## config.mk

```make
export PLATFORM = sky130hd
export DESIGN_NAME = uart_ier_block
export DESIGN_NICKNAME = d
export VERILOG_FILES = /design/src/rtl/uart_ier_block.v
export VERILOG_INCLUDE_DIRS = /design/src /design/src/inc
export SDC_FILE = /design/constraint.sdc
export NUM_CORES = 1
export LEC_CHECK = 0
export BUFFER_PORTS_ARGS = -buffer_cell sky130_fd_sc_hd__buf_2
export CORE_AREA = 4 4 141 143
export CTS_CLUSTER_SIZE = 8
export DETAILED_ROUTE_END_ITERATION = 12
export DIE_AREA = 0 0 145 147
export HOLD_SLACK_MARGIN = 0.05
export PLACE_DENSITY = 0.54
export SYNTH_ARGS = -nofsm -noshare
export SYNTH_HDL_FRONTEND = slang
export SYNTH_HIERARCHICAL = 1
export SYNTH_SLANG_ARGS = --single-unit
```

## constraint.sdc

```tcl
create_clock -name clk -period 2.5 [get_ports clk]
set_clock_uncertainty 0.05 [all_clocks]
set_input_delay 0.625 -clock clk [delete_from_list [all_inputs] [get_ports clk]]
set_output_delay 0.625 -clock clk [all_outputs]
set_load 0.1 [all_outputs]
```

## src/inc/uart_ier_regs.vh

```
// register offsets, bit positions and reset values for the channel register bank
`ifndef UART_IER_REGS_VH
`define UART_IER_REGS_VH
`define ADR_RX_TX        3'h0
`define ADR_IER          3'h1
`define ADR_ISR_FCR      3'h2
`define ADR_LCR          3'h3
`define ADR_MCR          3'h4
`define ADR_LSR          3'h5
`define ADR_MSR          3'h6
`define ADR_SPR          3'h7
`define ADR_EFR          3'h2
`define ADR_FLOW_RESUME_CHAR_ONE         3'h4
`define ADR_FLOW_RESUME_CHAR_TWO         3'h5
`define ADR_FLOW_PAUSE_CHAR_ONE        3'h6
`define ADR_FLOW_PAUSE_CHAR_TWO        3'h7
`define LCR_ENH_KEY      8'hbf
`define LCR_DLAB_BIT     7
`define EFR_ENH_BIT      4
`define IER_RX_BIT       0
`define IER_TX_BIT       1
`define IER_LS_BIT       2
`define IER_MS_BIT       3
`define IER_SLEEP_BIT    4
`define IER_XOFF_BIT     5
`define IER_ENH_MASK     8'hf0
`define RST_BYTE         8'h00
`define RST_ISR          8'h01
`define ISR_LS           4'h6
`define ISR_RXTO         4'hc
`define ISR_RX           4'h4
`define ISR_TX           4'h2
`define ISR_MS           4'h0
`define ISR_NONE         4'h1
`define ISR_XOFF         8'h10
`define FIFO_DEPTH_W     6
`endif

```

## src/rtl/uart_ier_block.v

```verilog
// interrupt-enable logic and enhanced register bank of one uart channel
`timescale 1ns/1ns
`default_nettype none
`include "uart_ier_regs.vh"

module uart_ier_block (
  input  wire       clk,
  input  wire       rst_b,
  input  wire [2:0] addr,
  input  wire       cs_b,
  input  wire       rd_b,
  input  wire       wr_b,
  input  wire [7:0] wdata,
  output reg  [7:0] rdata,
  input  wire       rx_push,
  input  wire       rx_pop,
  input  wire       rx_head_parity,
  input  wire       rx_head_framing,
  input  wire       rx_head_break,
  input  wire       rx_any_error,
  input  wire       rx_overrun,
  input  wire [5:0] rx_level,
  input  wire [5:0] rx_trigger,
  input  wire       rx_timeout,
  input  wire       tx_holding_empty,
  input  wire       tx_below_trigger,
  input  wire       tx_shifter_empty,
  input  wire       msr_pending,
  input  wire       xoff_seen,
  input  wire       fifo_enable,
  output reg        irq,
  output reg        sleep_en,
  output reg        enh_en,
  output reg  [7:0] lcr_out,
  output reg  [7:0] mcr_out,
  output reg  [7:0] efr_out,
  output reg  [7:0] flow_resume_char_one_out,
  output reg  [7:0] flow_resume_char_two_out,
  output reg  [7:0] flow_pause_char_one_out,
  output reg  [7:0] flow_pause_char_two_out
);

  // ==========================================================
  // register storage
  reg  [7:0] ier_q;
  reg  [7:0] lcr_q;
  reg  [7:0] mcr_q;
  reg  [7:0] spr_q;
  reg  [7:0] dld_q;
  wire       dr_q;
  wire       oe_q;
  reg        tx_int_q;
  reg        tx_empty_d1_q;
  wire       xoff_int_q;
  wire [7:0] efr_q;
  wire [7:0] flow_resume_char_one_q;
  wire [7:0] flow_resume_char_two_q;
  wire [7:0] flow_pause_char_one_q;
  wire [7:0] flow_pause_char_two_q;

  wire wr_en  = ~cs_b & ~wr_b;
  wire rd_en  = ~cs_b & ~rd_b;
  wire enh_sp = (lcr_q == `LCR_ENH_KEY);
  wire dlab   = lcr_q[`LCR_DLAB_BIT];
  wire enh    = efr_q[`EFR_ENH_BIT];

  wire wr_ier = wr_en & ~dlab & (addr == `ADR_IER);
  wire rd_isr = rd_en & ~dlab & (addr == `ADR_ISR_FCR);
  wire rd_lsr = rd_en & ~enh_sp & ~dlab & (addr == `ADR_LSR);
  wire wr_enh = wr_en & enh_sp;

  // ==========================================================
  // enhanced bank
  // reachable only while the key value sits in line format
  byte_reg #(.RST_VAL(`RST_BYTE)) i_efr_reg (
    .clk   (clk),
    .rst_b (rst_b),
    .we    (wr_enh & (addr == `ADR_EFR)),
    .din   (wdata),
    .dout  (efr_q)
  );
  byte_reg #(.RST_VAL(`RST_BYTE)) i_flow_resume_char_one_reg (
    .clk   (clk),
    .rst_b (rst_b),
    .we    (wr_enh & (addr == `ADR_FLOW_RESUME_CHAR_ONE)),
    .din   (wdata),
    .dout  (flow_resume_char_one_q)
  );
  byte_reg #(.RST_VAL(`RST_BYTE)) i_flow_resume_char_two_reg (
    .clk   (clk),
    .rst_b (rst_b),
    .we    (wr_enh & (addr == `ADR_FLOW_RESUME_CHAR_TWO)),
    .din   (wdata),
    .dout  (flow_resume_char_two_q)
  );
  byte_reg #(.RST_VAL(`RST_BYTE)) i_flow_pause_char_one_reg (
    .clk   (clk),
    .rst_b (rst_b),
    .we    (wr_enh & (addr == `ADR_FLOW_PAUSE_CHAR_ONE)),
    .din   (wdata),
    .dout  (flow_pause_char_one_q)
  );
  byte_reg #(.RST_VAL(`RST_BYTE)) i_flow_pause_char_two_reg (
    .clk   (clk),
    .rst_b (rst_b),
    .we    (wr_enh & (addr == `ADR_FLOW_PAUSE_CHAR_TWO)),
    .din   (wdata),
    .dout  (flow_pause_char_two_q)
  );

  // ==========================================================
  // line status
  // data ready: level still counts the popped char here
  event_flag #(.RST_VAL(1'b0)) i_dr_flag (
    .clk   (clk),
    .rst_b (rst_b),
    .set   (rx_push),
    .clr   (rx_pop & (rx_level <= 6'h01)),
    .flag  (dr_q)
  );
  // overrun: set wins over the read clear
  event_flag #(.RST_VAL(1'b0)) i_oe_flag (
    .clk   (clk),
    .rst_b (rst_b),
    .set   (rx_overrun),
    .clr   (rd_lsr),
    .flag  (oe_q)
  );
  // xoff event, dropped by a status read
  event_flag #(.RST_VAL(1'b0)) i_xoff_flag (
    .clk   (clk),
    .rst_b (rst_b),
    .set   (xoff_seen),
    .clr   (rd_isr),
    .flag  (xoff_int_q)
  );
  wire [2:0] head_err = {rx_head_break, rx_head_framing, rx_head_parity};
  wire [7:0] line_state = {rx_any_error, tx_holding_empty & tx_shifter_empty,
                    tx_holding_empty, head_err, oe_q, dr_q};

  // ==========================================================
  // interrupt sources
  // receive data available
  wire rx_src = fifo_enable ? (rx_level >= rx_trigger) : dr_q;
  // overrun flag immediate, errors once at head
  wire ls_src = oe_q | (|head_err);
  wire tx_cond = fifo_enable ? tx_below_trigger : tx_holding_empty;
  wire rx_act = ier_q[`IER_RX_BIT] & rx_src;
  wire to_act = ier_q[`IER_RX_BIT] & rx_timeout;
  wire ls_act = ier_q[`IER_LS_BIT] & ls_src;
  wire tx_act = ier_q[`IER_TX_BIT] & tx_int_q;
  wire ms_act = ier_q[`IER_MS_BIT] & msr_pending;
  // xoff interrupt gated by enhanced enable
  wire xf_act = enh & ier_q[`IER_XOFF_BIT] & xoff_int_q;
  // with bits 0-3 and 5 clear nothing here fires
  wire any_act = rx_act | to_act | ls_act | tx_act | ms_act | xf_act;

  reg [7:0] interrupt_source_status;
  always @* begin
    // priority encode, bit 0 high when idle
    if (ls_act)
      interrupt_source_status = {4'h0, `ISR_LS};
    else if (to_act)
      interrupt_source_status = {4'h0, `ISR_RXTO};
    else if (rx_act)
      interrupt_source_status = {4'h0, `ISR_RX};
    else if (tx_act)
      interrupt_source_status = {4'h0, `ISR_TX};
    else if (ms_act)
      interrupt_source_status = {4'h0, `ISR_MS};
    else if (xf_act)
      interrupt_source_status = `ISR_XOFF;
    else
      interrupt_source_status = {4'h0, `ISR_NONE};
    if (fifo_enable)
      interrupt_source_status[7:6] = 2'b11;
  end

  // ==========================================================
  // register writes and event flags
  always @(posedge clk) begin
    if (!rst_b) begin
      ier_q         <= `RST_BYTE;
      lcr_q         <= `RST_BYTE;
      mcr_q         <= `RST_BYTE;
      spr_q         <= `RST_BYTE;
      dld_q         <= `RST_BYTE;
      tx_int_q      <= 1'b0;
      tx_empty_d1_q <= 1'b0;
    end else begin
      tx_empty_d1_q <= tx_cond;
      // edge into empty, or enable while already empty
      if (tx_cond & ~tx_empty_d1_q)
        tx_int_q <= 1'b1;
      else if (wr_ier & wdata[`IER_TX_BIT] & ~ier_q[`IER_TX_BIT] & tx_cond)
        tx_int_q <= 1'b1;
      else if ((rd_isr & tx_act & ~ls_act & ~to_act & ~rx_act) | ~tx_cond)
        tx_int_q <= 1'b0;
      if (wr_en) begin
        if (enh_sp) begin
          case (addr)
            `ADR_LCR:   lcr_q   <= wdata;
            default:    ;
          endcase
        end else begin
          case (addr)
            // upper enable bits held unless enhanced
            `ADR_IER: if (!dlab) begin
              ier_q <= enh ? wdata : ((ier_q & `IER_ENH_MASK) | (wdata & ~`IER_ENH_MASK));
            end
            `ADR_LCR: lcr_q <= wdata;
            `ADR_MCR: mcr_q <= enh ? wdata : {mcr_q[7:5], wdata[4:0]};
            `ADR_SPR: spr_q <= wdata;
            // fractional divisor only with enhanced set
            `ADR_ISR_FCR: if (dlab && enh) dld_q <= wdata;
            default:  ;
          endcase
        end
      end
    end
  end

  // ==========================================================
  // registered outputs
  always @(posedge clk) begin
    if (!rst_b) begin
      rdata     <= `RST_BYTE;
      irq       <= 1'b0;
      sleep_en  <= 1'b0;
      enh_en    <= 1'b0;
      lcr_out   <= `RST_BYTE;
      mcr_out   <= `RST_BYTE;
      efr_out   <= `RST_BYTE;
      flow_resume_char_one_out  <= `RST_BYTE;
      flow_resume_char_two_out  <= `RST_BYTE;
      flow_pause_char_one_out <= `RST_BYTE;
      flow_pause_char_two_out <= `RST_BYTE;
    end else begin
      irq       <= any_act;
      sleep_en  <= enh & ier_q[`IER_SLEEP_BIT];
      enh_en    <= enh;
      lcr_out   <= lcr_q;
      mcr_out   <= enh ? mcr_q : {3'h0, mcr_q[4:0]};
      efr_out   <= efr_q;
      flow_resume_char_one_out  <= flow_resume_char_one_q;
      flow_resume_char_two_out  <= flow_resume_char_two_q;
      flow_pause_char_one_out <= flow_pause_char_one_q;
      flow_pause_char_two_out <= flow_pause_char_two_q;
      rdata     <= `RST_BYTE;
      if (rd_en) begin
        if (enh_sp) begin
          case (addr)
            `ADR_EFR:   rdata <= efr_q;
            `ADR_LCR:   rdata <= lcr_q;
            `ADR_FLOW_RESUME_CHAR_ONE:  rdata <= flow_resume_char_one_q;
            `ADR_FLOW_RESUME_CHAR_TWO:  rdata <= flow_resume_char_two_q;
            `ADR_FLOW_PAUSE_CHAR_ONE: rdata <= flow_pause_char_one_q;
            `ADR_FLOW_PAUSE_CHAR_TWO: rdata <= flow_pause_char_two_q;
            default:    rdata <= `RST_BYTE;
          endcase
        end else begin
          case (addr)
            `ADR_IER:     rdata <= enh ? ier_q : (ier_q & ~`IER_ENH_MASK);
            `ADR_ISR_FCR: rdata <= dlab ? (enh ? dld_q : 8'h00) : (enh ? interrupt_source_status : (interrupt_source_status & 8'hcf));
            `ADR_LCR:     rdata <= lcr_q;
            `ADR_MCR:     rdata <= enh ? mcr_q : {3'h0, mcr_q[4:0]};
            `ADR_LSR:     rdata <= line_state;
            `ADR_SPR:     rdata <= spr_q;
            default:      rdata <= `RST_BYTE;
          endcase
        end
      end
    end
  end

endmodule // uart_ier_block

// ==========================================================
// event flag, set wins over clear in the same cycle
module event_flag #(
  parameter [0:0] RST_VAL = 1'b0
) (
  input  wire clk,
  input  wire rst_b,
  input  wire set,
  input  wire clr,
  output reg  flag
);
  always @(posedge clk) begin
    if (!rst_b)
      flag <= RST_VAL;
    else if (set)
      flag <= 1'b1;
    else if (clr)
      flag <= 1'b0;
  end
endmodule // event_flag

// ==========================================================
// byte register with write enable
module byte_reg #(
  parameter [7:0] RST_VAL = 8'h00
) (
  input  wire       clk,
  input  wire       rst_b,
  input  wire       we,
  input  wire [7:0] din,
  output reg  [7:0] dout
);
  always @(posedge clk) begin
    if (!rst_b)
      dout <= RST_VAL;
    else if (we)
      dout <= din;
  end
endmodule // byte_reg
`default_nettype wire

```

==> flow_summary.toml, run 1 <==
[critical_path]
crit_family = "simple AND/OR/NAND/NOR gates"
reg2reg_depth = 8
critical_path_depth = 8
end_kind = "register"
critPathMaxFanout = 5
cp-start-kind = "register"
criticalPathCategory = "reg -> reg"
critPathSlowestCell = "dfxtp_1"
path_buf_inv = 2
crit_chain = "nand4b_1, or3_1, inv_1, nand2_1, nor2_1, buf_4, mux2i_1, nor2b_1"
cpPeakStageDelay_ns = 0.47
arrival_ns = 2.39
crit_required_ns = 2.77

[drt]
drc_errors = 0
ant_nets = 0
drt_iter0_markers = 273
via_per_inst = 4.95
vias = 4943
wl_per_cell_um = 18.9
routed_wl_um = 18800
firstDrtPassIters = 5

[clocking]
cts_buffers = 17
h-tree-depth = 4
cts_setup_buffers = 0
cts_buffer_depth = 2
clock_latency_ns = 0.43
cts_tree = "done"
cts_hold_buf = 0
cts.sinks = 151
cts_resized = 0
root_buffer = "clkbuf_16"
cts.clk_slew.worst_paths_ns = 0.06

[die]
core_area_um2 = 18600
die_h_um = 147
dieWidth_um = 145
num_rows = 50
start_util_pct = 34.3
dieArea_um2 = 21300
boundaryPins = 109

[yosys]
synth_ff_type = "dfxtp_1"
synth_top_area_cell = "dfxtp_1"
syn_inst = 623
ys_ff_latch = 151
seq_area_frac_synth_pct = 47.4
synth_top_area_share_pct = 47.4
async_flop_share_pct = 0
syn_area_per_cell_um2 = 10.2
synth_enable_flop_cells = 0
synthDistinctLibCells = 59
synth_area_leaders = "dfxtp_1 (47%), mux2i_1 (12%), nor2b_1 (7.0%)"
syn-cell-area_um2 = 6380
synth_fp_nets = 671
yosys_warnings = 6

[place]
portBuffers = 108
place_congestion = 0.889
place_hpwl_um = 13800
dpl_worst_slack_ns = 0.0950

[sta]
finalCriticalPeriod_ns = 2.12
finalSetupTns_ns = 0
hold_violations = 0
worst_pin_slew_ns = 0.528
setup_viol = 0
fin_crit_sh_pct = 84.7
rsz0062_at_grt = "no"
fmax_mhz = 472
setup_ws_ns = 0.382
slew_violations = 0
maxSlewHeadroom_pct = 64.3

[layout]
areaGrowthSynthToFinish_pct = 23.0
layout_common_cells = "dfxtp_1 (151), buf_2 (108), mux2i_1 (74)"
fillCellCount = 1822
final_common_cell = "dfxtp_1"
regArea_um2 = 3020
fin_nets = 799
drive_gt1_share_pct = 26.8
multi_input_area_um2 = 3090
num_antenna_cells = 0

[pwr]
p_per_area_nw_per_um2 = 657
power_leakage_nw = 3.26
ir_worst_vdd_v = 0.000458

[global_route]
antenna_found_initial = 0
grt_pass1_wl_um = 29700
grt.total_usage_pct = 17.9
grt_max_degree = 72
grt_pass1_vias = 5203
overflow = 0

[run_status]
status = "finished clean"

[worst_hold_path]
whs_path_depth = 2
min_path_type = "in -> reg"

[run]
maxCapViolations = 0
==> worst register-to-register path: cells and delay by family (launching register included) <==
kind	cells	cell delay [ns]
simple gates	5	1.01
mux	1	0.21
buf+inv	2	0.28
flops	1	0.47
==> cells by family (layout without fill, tap and decap cells) <==
family	after synthesis	count (layout)	synth area share [%]
fa+ha+maj	6	6	1.18
mux	89	89	15.1
compound gates	86	86	9.77
flops	151	151	47.4
simple gates	244	244	22.3
buf+inv	47	188	4.24
==> metrics by stage <==
| step | hold slack [ns] | util (%) | std cells | power, mW | instance area, µm² |
|---|---|---|---|---|---|
| 3_5_place_dp | 0.396 | 39.3 | 966 | 2.81 | 7290 |
| 3_3_place_gp | 0.397 | 39.3 | 966 | 2.81 | 7290 |
| 2_1_floorplan | 0.385 | - | 623 | 2.66 | 6380 |
| 4_1_cts | 0.347 | 42.3 | 998 | 5.23 | 7850 |
| 6_report | 0.357 | 42.3 | 998 | 5.16 | 7850 |
| 5_1_grt | 0.353 | 42.3 | 998 | 5.36 | 7850 |
==> synth_stat cells, types with 7 or more instances <==
cell      number
dfxtp_1      151
and2_1        56
a22oi_1        8
buf_6          9
mux2i_1       74
buf_2          8
inv_1          9
nand3_1       24
nor2_1        18
o21ai_0        9
nand2_1       39
a21oi_1       10
a22o_1         7
mux2_2         9
clkbuf_1      15
a21boi_0      13
nor2b_1       71
and3_1         7
==> worst paths after layout <==
kind / start / endpoint / slack (ns)
worst max-delay path: lcr_q[4] / i_flow_pause_char_two_reg/dout[0] / 0.38
worst min-delay path: rx_overrun / i_oe_flag/flag / 0.36
worst max register to register: lcr_q[4] / i_flow_pause_char_two_reg/dout[0] / 0.38
worst min register to register: dld_q[7] / dld_q[7] / 0.41
==> routing by layer <==
| layer | global-route usage, % | wire [µm] | up-vias |
|---|---|---|---|
| li1 | - | - | 2420 |
| met1 | 23.3 | 8680 | 2347 |
| met2 | 29.5 | 8930 | 155 |
| met3 | 4.23 | 894 | 21 |
| met4 | 6.08 | 339 | 0 |
| met5 | 0 | 0 | - |
==> report_power, final <==
group          internal [mW]  total (mW)  switching [mW]  leakage [nW]
registers               2.42        2.43          0.0118          1.22
clock network           1.31        2.40            1.10         0.271
logic                  0.125       0.326           0.201          1.77
==> layout make-up <==
type | count | share of cell area [%]
Clock buffer | 17 | 5.42
Tap cell | 234 | 3.73
Inverter | 10 | 0.494
Multi-Input combinational cell | 425 | 39.3
Clock inverter | 15 | 1.69
Sequential cell | 151 | 38.5
Timing Repair Buffer | 146 | 10.8
Note: power is estimated with default switching activity, not from simulation.
==> inputs of run 2 (changes only) <==
==> constraint.sdc (replaced) <==
create_clock -name clk -period 2 [get_ports clk]
set_clock_uncertainty 0.05 [all_clocks]
set_input_delay 0.5 -clock clk [delete_from_list [all_inputs] [get_ports clk]]
set_output_delay 0.5 -clock clk [all_outputs]
set_load 0.1 [all_outputs]
==> run 2 against run 1 <==
Against the previous run: largest cell class unchanged; combinational power grew 36%; hold slack lost 0.13 ns; via count grew 3.3%; flip-flop and latch count is the same; first-iteration DRC count grew 4.8%; clock power grew 45%; critical path depth is the same; setup slack lost 0.28 ns.
==> flow_summary.toml, run 2 (synthesis gave the netlist of run 1 again) <==
[run_status]
status = "finished clean"

[layout]
fin_nets = 825
num_antenna_cells = 0
areaGrowthSynthToFinish_pct = 27.8
fillCellCount = 1797
final_common_cell = "dfxtp_1"
multi_input_area_um2 = 3100
drive_gt1_share_pct = 29.5
layout_common_cells = "dfxtp_1 (150), buf_2 (108), mux2i_1 (74)"
regArea_um2 = 3020
postLayoutCoreUtil_pct = 43.9

[clocking]
cts_buffer_depth = 2
root_buffer = "clkbuf_16"
cts_hold_buf = 0
cts.sinks = 151
cts_tree = "done"
clock_latency_ns = 0.44
cts.clk_slew.worst_paths_ns = 0.06
h-tree-depth = 4
cts_buffers = 17

[pwr]
p_seq_share_pct = 43.6
ir_worst_vdd_v = 0.000608
intPower_mw = 5.33
power_frac_comb_pct = 6.3
switching_power_mw = 1.62
power_mw = 6.96
p_per_area_nw_per_um2 = 853
clkPwrFrac_pct = 50.0
netSwitchingFraction_pct = 23.3
power_leakage_nw = 3.43

[critical_path]
crit_required_ns = 2.27
rrSetupSlack_ns = 0.10
cp-start-kind = "register"
criticalPathCategory = "reg -> reg"
critPathMaxFanout = 8
r2r_start = "lcr_q[6]"
startpoint = "lcr_q[6]"
worstReg2RegEnd = "i_flow_pause_char_one_reg/dout[7]"
end_kind = "register"
reg2reg_depth = 8
arrival_ns = 2.17
endpoint = "i_flow_pause_char_one_reg/dout[7]"

[die]
boundaryPins = 109
start_util_pct = 34.3
core_area_um2 = 18600
num_rows = 50
dieWidth_um = 145
dieArea_um2 = 21300
die_h_um = 147

[global_route]
grt_pass1_vias = 5144
grt_pass1_wl_um = 29700
overflow = 0
antenna_found_initial = 2
grt.total_usage_pct = 18.0
grt_max_degree = 67

[place]
place_congestion = 0.880
portBuffers = 108
place_hpwl_um = 14100

[drt]
vias = 5105
via_per_inst = 4.99
ant_nets = 0
drc_errors = 0
drt_iter0_markers = 286
firstDrtPassIters = 5
routed_wl_um = 19100
wl_per_cell_um = 18.6

[sta]
hold_violations = 0
finalSetupTns_ns = 0
slew_violations = 0
setup_viol = 0
finalCriticalPeriod_ns = 1.90
worst_pin_slew_ns = 0.507
rsz0062_at_grt = "no"
fmax_mhz = 526
maxSlewHeadroom_pct = 66.1
fin_crit_sh_pct = 95.0

[run]
maxCapViolations = 0

[worst_hold_path]
min_path_type = "in -> reg"
==> run 2: layer usage <==
metal | vias up | global-route usage, % | share of wire [%]
li1 | 2480 | - | -
met1 | 2435 | 23.3 | 44
met2 | 161 | 29.5 | 48
met3 | 25 | 5.06 | 6.2
met4 | 4 | 5.32 | 1.6
met5 | - | 0 | 0.11
==> run 2: repair_timing <==
item | 4_1_cts | 5_1_grt
setup buffers | 0 | 0
setup endpoints to repair | 0 | 9
resized for setup | 0 | 2
==> run 2: through the flow <==
stage	area [µm²]	hold WS, ns	setup slack [ns]	instances
6_report	8160	0.225	0.100	1024
5_1_grt	8160	0.233	0.0114	1024
4_1_cts	8150	0.215	0.101	1024
3_5_place_dp	7510	0.397	-0.180	992
3_3_place_gp	7510	0.396	-0.159	992
2_1_floorplan	6390	0.385	0.0162	623
==> run 2: worst min path at each step <==
stage	start	end	slack (ns)	cells after the start
global placement	dld_q[6]	dld_q[6]	0.40	2
detailed placement	dld_q[6]	dld_q[6]	0.40	2
CTS	xoff_seen	i_xoff_flag/flag	0.22	2
floorplan	dld_q[6]	dld_q[6]	0.39	2
finish	xoff_seen	i_xoff_flag/flag	0.23	2
global route	xoff_seen	i_xoff_flag/flag	0.23	2
==> run 2: power by group through the flow <==
| stage | clock, mW | combinational [mW] | sequential (mW) |
|---|---|---|---|
| 2_1_floorplan | 0 | 0.202 | 3.12 |
| 5_1_grt | 3.68 | 0.474 | 3.04 |
| 4_1_cts | 3.55 | 0.443 | 3.04 |
| 6_report | 3.48 | 0.442 | 3.04 |
| 3_5_place_dp | 0 | 0.442 | 3.10 |
| 3_3_place_gp | 0 | 0.437 | 3.10 |
==> run 2: layout make-up <==
| cell class | count | share of cell area, % |
|---|---|---|
| well taps | 234 | 3.59 |
| repair buffers | 172 | 13.0 |
| inverters | 10 | 0.476 |
| clock inverters | 14 | 2.62 |
| multi-input cells | 425 | 38.0 |
| clock buffers | 18 | 5.26 |
| flip-flops and latches | 151 | 37.1 |
==> run 2: worst max-delay path, cell delays in order, from the launching register on <==
cell	delay, ns
dfxtp_1	0.31
nand4b_1	0.26
or3_1	0.44
inv_1	0.07
nand2_1	0.07
nor2_1	0.09
buf_4	0.21
mux2i_1	0.22
nor2b_1	0.07
